==> src/fault_pkg.sv <==
/*
 Shared types and constants for the command fault capture unit.
 Assumes a single 32-bit command clock domain.
*/
package fault_pkg;

    localparam int CODE_W    = 32;
    localparam int NUM_PAIRS = 4;
    localparam int IDX_W     = 2;
    localparam int KIND_W    = 3;

    // Fault codes; zero means no fault
    localparam logic [CODE_W-1:0] NO_FAULT_CODE         = 32'h0000_0000;
    localparam logic [CODE_W-1:0] BAD_ENUM_CODE         = 32'h0000_0500;
    localparam logic [CODE_W-1:0] BAD_VALUE_CODE        = 32'h0000_0501;
    localparam logic [CODE_W-1:0] ILLEGAL_OP_CODE       = 32'h0000_0502;
    localparam logic [CODE_W-1:0] STACK_OVER_CODE       = 32'h0000_0503;
    localparam logic [CODE_W-1:0] STACK_UNDER_CODE      = 32'h0000_0504;
    localparam logic [CODE_W-1:0] memory_exhausted_code = 32'h0000_0505;
    localparam logic [CODE_W-1:0] TABLE_LARGE_CODE      = 32'h0000_0506;
    localparam logic [CODE_W-1:0] FB_INCOMPLETE_CODE    = 32'h0000_0506 + 32'h0000_0001;

    // Explicit fault kinds reported by command checkers
    typedef enum logic [KIND_W-1:0] {
        KIND_NONE, KIND_ILLEGAL_OP, KIND_FB_INCOMPLETE, KIND_STACK_OVER,
        KIND_STACK_UNDER, KIND_TABLE_LARGE, KIND_NO_MEMORY
    } fault_kind_t;

    // One command under check
    typedef struct packed {
        logic              valid;
        logic              enumLegal;
        logic              sizeChecked;
        logic [CODE_W-1:0] sizeArg;
        fault_kind_t       explicitKind;
        logic [CODE_W-1:0] result;
        logic              hasResult;
        logic              ptrWrite;
    } cmd_check_t;

    // Verdict handed back to the command pipeline
    typedef struct packed {
        logic              valid;
        logic              commit;
        logic              ptrWrite;
        logic [CODE_W-1:0] result;
        logic              undefined;
    } cmd_verdict_t;

    typedef struct packed {
        logic              valid;
        logic [CODE_W-1:0] code;
    } query_ans_t;

endpackage : fault_pkg

==> src/command_error_capture.sv <==
/*
 Fault detection, capture and query unit for a command processor.
 Assumes commands arrive one per cycle as a cmd_check_t and that the
 host issues at most one query pulse per cycle.
*/
`timescale 1ns/1ps

module command_error_capture
    import fault_pkg::*;
(
    // Clock and reset
    input  wire logic          sys_clk,
    input  wire logic          rst,
    // Command checking
    input  wire cmd_check_t    cmdIn,
    output cmd_verdict_t       verdictOut,
    // Host query
    input  wire logic          fault_code_query,
    output query_ans_t         queryAns,
    // Status
    output logic               faultPending
);

    typedef struct packed {
        cmd_verdict_t         verdict;
        query_ans_t           ans;
        logic                 pending;
        logic                 noMemSeen;
        logic                 drain;
    } state_t;

    state_t state_q;
    state_t state_d;

    logic [CODE_W-1:0]    detCode;
    logic                 detected;
    logic                 discard;
    logic [NUM_PAIRS-1:0] flags;
    logic [CODE_W-1:0]    bankCode;
    logic                 anyFlag;
    logic [IDX_W-1:0]     hitIdx;
    logic                 clrEn;

    // Implicit checks first, then the explicit kind from the checker
    always_comb begin
        detCode = NO_FAULT_CODE;
        if (cmdIn.valid) begin
            if (!cmdIn.enumLegal) begin
                detCode = BAD_ENUM_CODE;
            end else if (cmdIn.sizeChecked && cmdIn.sizeArg[CODE_W-1]) begin
                detCode = BAD_VALUE_CODE;
            end else begin
                case (cmdIn.explicitKind)
                    KIND_ILLEGAL_OP:    detCode = ILLEGAL_OP_CODE;
                    KIND_FB_INCOMPLETE: detCode = FB_INCOMPLETE_CODE;
                    KIND_STACK_OVER:    detCode = STACK_OVER_CODE;
                    KIND_STACK_UNDER:   detCode = STACK_UNDER_CODE;
                    KIND_TABLE_LARGE:   detCode = TABLE_LARGE_CODE;
                    KIND_NO_MEMORY:     detCode = memory_exhausted_code;
                    default:            detCode = NO_FAULT_CODE;
                endcase
            end
        end
    end

    assign detected = detCode != NO_FAULT_CODE;
    assign discard  = detected && detCode != memory_exhausted_code;
    assign anyFlag  = |flags;

    // Lowest pending pair is the one the next query answers
    always_comb begin
        hitIdx = '0;
        for (int i = NUM_PAIRS - 1; i >= 0; i--) begin
            if (flags[i]) begin
                hitIdx = IDX_W'(i);
            end
        end
    end

    // Query consumes one pair per pulse; read data for it is already registered in the query cycle
    assign clrEn = fault_code_query && anyFlag;

    fault_pair_bank u_bank (
        .sys_clk (sys_clk),
        .rst     (rst),
        .capEn   (detected),
        .capCode (detCode),
        .clrEn   (clrEn),
        .clrIdx  (hitIdx),
        .rdIdx   (hitIdx),
        .rdCode  (bankCode),
        .flags   (flags)
    );

    always_comb begin
        state_d = state_q;
        state_d.verdict.valid     = cmdIn.valid;
        state_d.verdict.commit    = cmdIn.valid && !discard;
        state_d.verdict.ptrWrite  = cmdIn.valid && cmdIn.ptrWrite && !discard;
        state_d.verdict.result    = discard ? NO_FAULT_CODE : cmdIn.result;
        state_d.verdict.undefined = state_q.noMemSeen || (detCode == memory_exhausted_code);
        state_d.noMemSeen         = state_d.verdict.undefined;
        if (!cmdIn.hasResult) begin
            state_d.verdict.result = NO_FAULT_CODE;
        end
        state_d.ans.valid = fault_code_query;
        // Answer from the registered read-out; clear of flags happens the same edge
        state_d.ans.code  = clrEn ? bankCode : NO_FAULT_CODE;
        state_d.drain     = fault_code_query && !anyFlag;
        state_d.pending   = |flags;
        if (clrEn) begin
            state_d.pending = (flags & ~(NUM_PAIRS'(1) << hitIdx)) != '0 || detected;
        end else if (detected) begin
            state_d.pending = 1'b1;
        end
    end

    always_ff @(posedge sys_clk or posedge rst) begin
        if (rst) begin
            state_q <= '0;
        end else begin
            state_q <= state_d;
        end
    end

    assign verdictOut   = state_q.verdict;
    assign queryAns     = state_q.ans;
    assign faultPending = state_q.pending;

    // Every held pair keeps its flag until a query picks it
    genvar p;
    generate
        for (p = 0; p < NUM_PAIRS; p++) begin : g_hold

        end
    endgenerate
endmodule : command_error_capture

==> src/fault_pair_bank.sv <==
/*
 Bank of sticky flag/code pairs with registered read-out.
 Assumes at most one capture and one clear per cycle.
*/
`timescale 1ns/1ps
module fault_pair_bank
    import fault_pkg::*;
(
    // Clock and reset
    input  wire logic                 sys_clk,
    input  wire logic                 rst,
    // Capture
    input  wire logic                 capEn,
    input  wire logic [CODE_W-1:0]    capCode,
    // Clear and read
    input  wire logic                 clrEn,
    input  wire logic [IDX_W-1:0]     clrIdx,
    input  wire logic [IDX_W-1:0]     rdIdx,
    output logic      [CODE_W-1:0]    rdCode,
    output logic      [NUM_PAIRS-1:0] flags
);

    typedef struct packed {
        logic [NUM_PAIRS-1:0]             flag;
        logic [NUM_PAIRS-1:0][CODE_W-1:0] code;
        logic [CODE_W-1:0]                rd;
    } bank_t;

    bank_t bank_q;
    bank_t bank_d;
    logic [NUM_PAIRS-1:0] freeMask;
    logic [NUM_PAIRS-1:0] grant;
    logic [IDX_W-1:0]     nextIdx;

    // Capture lands in lowest free pair; a full bank drops the fault
    genvar g;
    generate
        for (g = 0; g < NUM_PAIRS; g++) begin : g_pick
            if (g == 0) begin : g_first
                assign grant[g] = freeMask[g];
            end else begin : g_rest
                assign grant[g] = freeMask[g] && !(|freeMask[g-1:0]);
            end
        end
    endgenerate

    // Pair being cleared this cycle is not free yet, keeping read and clear ordered
    assign freeMask = ~bank_q.flag;

    always_comb begin
        nextIdx = rdIdx;
        bank_d = bank_q;
        if (clrEn) begin
            bank_d.flag[clrIdx] = 1'b0;
            bank_d.code[clrIdx] = NO_FAULT_CODE;
        end
        for (int i = 0; i < NUM_PAIRS; i++) begin
            if (capEn && grant[i]) begin
                bank_d.flag[i] = 1'b1;
                bank_d.code[i] = capCode;
            end
        end
        // Read-out tracks the lowest pair pending after this edge, so a
        // query in the very next cycle never sees a stale code
        for (int i = NUM_PAIRS - 1; i >= 0; i--) begin
            if (bank_d.flag[i]) begin
                nextIdx = IDX_W'(i);
            end
        end
        bank_d.rd = bank_d.code[nextIdx];
    end

    always_ff @(posedge sys_clk or posedge rst) begin
        if (rst) begin
            bank_q <= '0;
        end else begin
            bank_q <= bank_d;
        end
    end

    assign rdCode = bank_q.rd;
    assign flags  = bank_q.flag;
endmodule : fault_pair_bank

==> config.mk <==
export PLATFORM = sky130hd
export DESIGN_NAME = command_error_capture
export DESIGN_NICKNAME = d
export VERILOG_FILES = /design/src/fault_pkg.sv /design/src/command_error_capture.sv /design/src/fault_pair_bank.sv
export SDC_FILE = /design/constraint.sdc
export NUM_CORES = 1
export LEC_CHECK = 0
export ABC_AREA = 1
export BUFFER_PORTS_ARGS = -buffer_cell sky130_fd_sc_hd__buf_2
export CORE_ASPECT_RATIO = 0.9
export CORE_UTILIZATION = 35
export CTS_CLUSTER_DIAMETER = 80
export DETAILED_ROUTE_END_ITERATION = 10
export PLACE_DENSITY_LB_ADDON = 0.3
export SKIP_LAST_GASP = 1
export SYNTH_ARGS = -nofsm -noshare
export SYNTH_HDL_FRONTEND = slang
export SYNTH_HIERARCHICAL = 1
export SYNTH_SLANG_ARGS = --single-unit
==> constraint.sdc <==
create_clock -name sys_clk -period 12.75 [get_ports sys_clk]
set_input_delay 2.55 -clock sys_clk [delete_from_list [all_inputs] [get_ports sys_clk]]
set_output_delay 2.55 -clock sys_clk [all_outputs]
set_load 0.005 [all_outputs]
==> Yosys cells after proc, flatten, opt, wreduce, memory -nomap -nowiden <==
Index checks and enable logic that the tools add are counted.
{ "word_totals": {"word_cells": 90, "ff_bits": 234} }
{ "op_classes": {"eq_ne": 8, "n_bitwise": 7, "reduce_logical": 25, "magnitude_cmp": 3, "mux": 32, "shift": 1} }
{ "ops": {"columns": ["operator", "n"], "rows": [
  ["$mux W32", 9],
  ["$mux W132", 1],
  ["$and A128 B128 Y128", 1],
  ["$not A128 Y128", 1],
  ["$pmux W11 S6", 1],
  ["$bmux W32 S2", 1],
  ["$demux W32 S2", 1],
  ["$mux W11", 3],
  ["$eq A32 B11 Y1 const B", 1],
  ["$ne A32 B11 Y1 const B", 1],
  ["$reduce_bool A32 Y1", 1],
  ["$mux W2", 8],
  ["$logic_and A1 B1 Y1", 14],
  ["$not A4 Y4", 3],
  ["$eq A3 B3 Y1 const B", 3],
  ["$and A4 B4 Y4", 2],
  ["$mux W1", 7],
  ["$eq A3 B2 Y1 const B", 2],
  ["$lt A2 B3 Y1 const B", 2],
  ["$logic_not A1 Y1", 4],
  ["$reduce_bool A4 Y1", 1],
  ["$reduce_or A4 Y1", 1],
  ["$shl A1 B2 Y4 const A", 1],
  ["$eq A3 B1 Y1 const B", 1],
  ["5 further kinds", 6]
]} }

==> Logic depth before layout (Yosys ltp) <==
{ "logic_depth": {"word_depth": 18, "depth_mapped": 18} }

==> Hierarchy <==
The synthesis kept the hierarchy.
{ "by_module_without_submodules": {"columns": ["mod", "cells_each", "seq_area_each_um2", "area_each_um2", "n_inst"], "rows": [
  ["fault_pair_bank", 1103, 4103.9, 8185.4, 1],
  ["command_error_capture", 253, 1751.7, 2546.2, 1]
]} }

==> Worst setup path before layout <==
Ideal clock, no wire load.
{ "synth_timing": {"path_type": "in2reg", "startpoint": "input cmdIn[69] in the netlist's numbering", "endpoint": "register u_bank.bank_q (netlist bit u_bank/rdCode[11])", "path_stages": 12, "required_ns": 12.633, "path_slack_ns": 8.569, "setup_ns": 0.117, "t_arrival_ns": 4.063, "path_cell_list": "nand2_1 and2_1 a21oi_1 inv_1 nor3_2 a21oi_1 nand2_1 buf_6 buf_2 nand3_1 nand3_1 nand2_1"} }
{ "synth_rtl": {"columns": ["element", "line", "text"], "rows": [
  ["start: declaration", "command_error_capture.sv:15", "input wire cmd_check_t cmdIn,"],
  ["end signal: assignment", "fault_pair_bank.sv:77", "bank_q <= bank_d;"],
  ["end: declaration", "fault_pair_bank.sv:29", "bank_t bank_q;"]
]} }

==> qor.yml <==
grt:
  grt.total_usage: 0.154
  grt_pass1_wl_mm: 39.4
  antenna_found_initial: 0
  grt_max_degree: 66
  use_met1: 0.199
  grt_pass1_vias: 7734
  groute.layer.met2.usage: 0.270
  gr-max-usage-layer: "met2"
  grt_overflow_total: 0
  use_met3: 0.0202
drt:
  ant_nets: 0
  routed_wl_mm: 23.7
  vias_per_cell: 4.29
  dr.pass1.iters: 5
  vias: 8067
  drtIter0Drc: 463
  wl_per_cell_um: 12.6
  drcViolationCount: 0
synth:
  synth_top_family_by_area: "simple AND/OR/NAND/NOR gates"
  synth_simple_gate_area_frac: 0.243
  yosysWarnings: 6
  ys_ff_latch: 234
  syn_area_sq_um: 10700
  ys.flop_type: "dfrtp_1"
  synth_xor_area_frac: 0
  synth_top_area_cell: "dfrtp_1"
  synth_edf_count: 0
  synthCells: 1356
  synth.distinct_cells: 26
  synth_area_leaders: "dfrtp_1, inv_1, nand2_1"
  avgSynthCellArea_sq_um: 7.91
  yosys-mux-area-fraction: 0
  synth_common_cells: "inv_1, nand2_1, dfrtp_1"
  synth-seq-area-share: 0.546
  yosysMostFrequentCell: "inv_1"
  synth_compound_area_frac: 0.0555
  synth_async_sr_flop_share: 1.00
  synthAdderAreaFrac: 0
  yosysTopAreaCellShare: 0.546
sta:
  clock_skew_ns: 0.0101
  fmax_mhz: 151
  period_share: 0.520
  finalHoldViolations: 0
  tightest_slew_ns: 1.14
  drv_slew: 0
  rsz0062_at_grt: "false"
  tns_ns: 0
  finalSetupViolations: 0
  min_period_ns: 6.63
  max_slew_margin: 0.236
critical_path:
  cp_max_fo: 38
  path_cells: "buf_2 -> nand2_1 -> buf_4 -> inv_1 -> nand3_2 -> a21boi_4 -> buf_4 -> nand2_2 -> buf_4 -> nand2_1 -> nand3_1 -> nand2_1"
  crit_arrival_ns: 7.08
  rr_startpoint: "u_bank/flags[0]$_DFF_PP0_"
  setup.worst_path.start_class: "input port"
  setup.worst_path.class: "input port to register"
  cpLargestDelayFamily: "simple AND/OR/NAND/NOR gates"
  worstSetupEndpointType: "register"
  crit_required_ns: 13.19
  cp_num_buf_inv: 5
  r2r.worst_path.cells: 14
  r2r-end: "u_bank/rdCode[5]$_DFF_PP0_"
  critical_path.slowest_cell: "a21boi_4"
  r2r_setup_slack_ns: 7.43
  cp-startpoint: "fault_code_query"
  critPathMaxStageDelay_ns: 1.22
clock_tree:
  post_cts_buffers: 0
  worstSkewPairLatency_ns: 0.52
  cts_tree: "yes"
  clock_sinks: 234
  cts-root-buf: "clkbuf_16"
  cts_buffers: 26
  postCtsResizedCells: 0
  clk_pin_slew_ns: 0.06
  clock_path_buffers: 3
  cts_max_level: 1
  cts_hold_buf: 0
placement:
  port-buffer-count: 113
  dp_cells: 1833
  dp_hpwl_mm: 13.1
  place.gp.congestion: 0.745
  dpl_cell_area_sq_um: 11500
floorplanning:
  die_w_um: 187
  start_util: 0.357
  fp-row-count: 60
  core_sq_um: 30000
  die_h_um: 168
  dieArea_sq_um: 31400
  pin_count: 145
worst_hold_path:
  min-delay-start: "u_bank/rdCode[18]$_DFF_PP0_"
  hp-class: "register to register"
  hold_end: "queryAns[18]$_DFF_PP0_"
  whs_path_depth: 2
power_and_ir_drop:
  p_per_area_nw_per_um2: 254
  fin_total_pwr_w: 0.00315
  p_leak_nw: 7.30
  ir_drop_v: 0.000165
final_layout:
  regArea_sq_um: 5860
  stdcell_area_sq_um: 12400
  multi_input_area_sq_um: 3460
  fin_nets: 1533
  fillCellCount: 3116
  instances_no_fill: 1880
  area_growth_pct: 15.3
  drive_gt1_frac: 0.135
  final_util: 0.412
  antenna_cells: 0
status:
  status: "completed"
job:
  max_cap_violations: 0
==> layer usage <==
| metal | up-vias | wire [um] | share of wire |
|---|---|---|---|
| met5 | - | 0 | 0 |
| met3 | 30 | 1110 | 0.047 |
| met2 | 193 | 11100 | 0.47 |
| met4 | 0 | 543 | 0.023 |
| met1 | 3683 | 10900 | 0.46 |
| li1 | 4161 | - | - |
==> cell type report <==
class,instances,area share
Sequential cell,234,0.473
Inverter,276,0.0842
Multi-Input combinational cell,795,0.280
Clock inverter,5,0.00222
Tap cell,403,0.0407
Timing Repair Buffer,125,0.0530
Clock buffer,42,0.0672
==> how the worst max path moves through the flow <==
stage                     cells after the start                            to  slack [ns]
final                                        12    u_bank/rdCode[5]$_DFF_PP0_        6.12
after floorplan                               1  u_bank/bank_q[100]$_DFF_PP0_        5.77
after global placement                       12    u_bank/rdCode[5]$_DFF_PP0_        5.58
after detailed placement                     12    u_bank/rdCode[5]$_DFF_PP0_        5.55
after CTS                                    12    u_bank/rdCode[5]$_DFF_PP0_        6.10
after global routing                         12    u_bank/rdCode[3]$_DFF_PP0_        5.87
==> cell families after synthesis <==
family,count (synthesis)
flip-flops,234
buffers and inverters,382
AND/OR/NAND/NOR,633
AO/OA/AOI/OAI,106
other,1
==> through the flow <==
step                      setup WS (ns)  hold WS [ns]
after floorplan                    5.77         0.458
after global placement             5.58         0.449
after detailed placement           5.55         0.456
after CTS                          6.10         0.464
after global routing               5.87         0.477
final                              6.12         0.464
==> power breakdown <==
part	internal (W)	leakage (nW)	switching, W
registers	0.00104	2.97	0.0000846
clock network	0.000443	0.426	0.000289
logic	0.000416	3.91	0.000875
total	0.00190	7.30	0.00125
==> cells in the final DEF, fill, tap and decap left out, types with 27 or more instances in the layout <==
cell type	count
nor2_1	220
nand3_1	135
inv_1	272
dfrtp_1	234
a31oi_1	32
o21ai_0	52
clkbuf_16	27
buf_2	113
nand2_1	251
conb_1	56
==> flip-flops by register name, summed over array words and instances, names as in the netlist <==
register	flops
faultPending	1
queryAns	33
state_q	1
u_bank/bank_q	128
u_bank/flags	4
u_bank/rdCode	32
verdictOut	35
==> tightest hold or removal path, cell delays in order (launching register included) <==
cell and delay [ns]:
dfrtp_1 0.35, inv_1 0.04, nor2_1 0.03
Power figures use the tool's default switching activity.
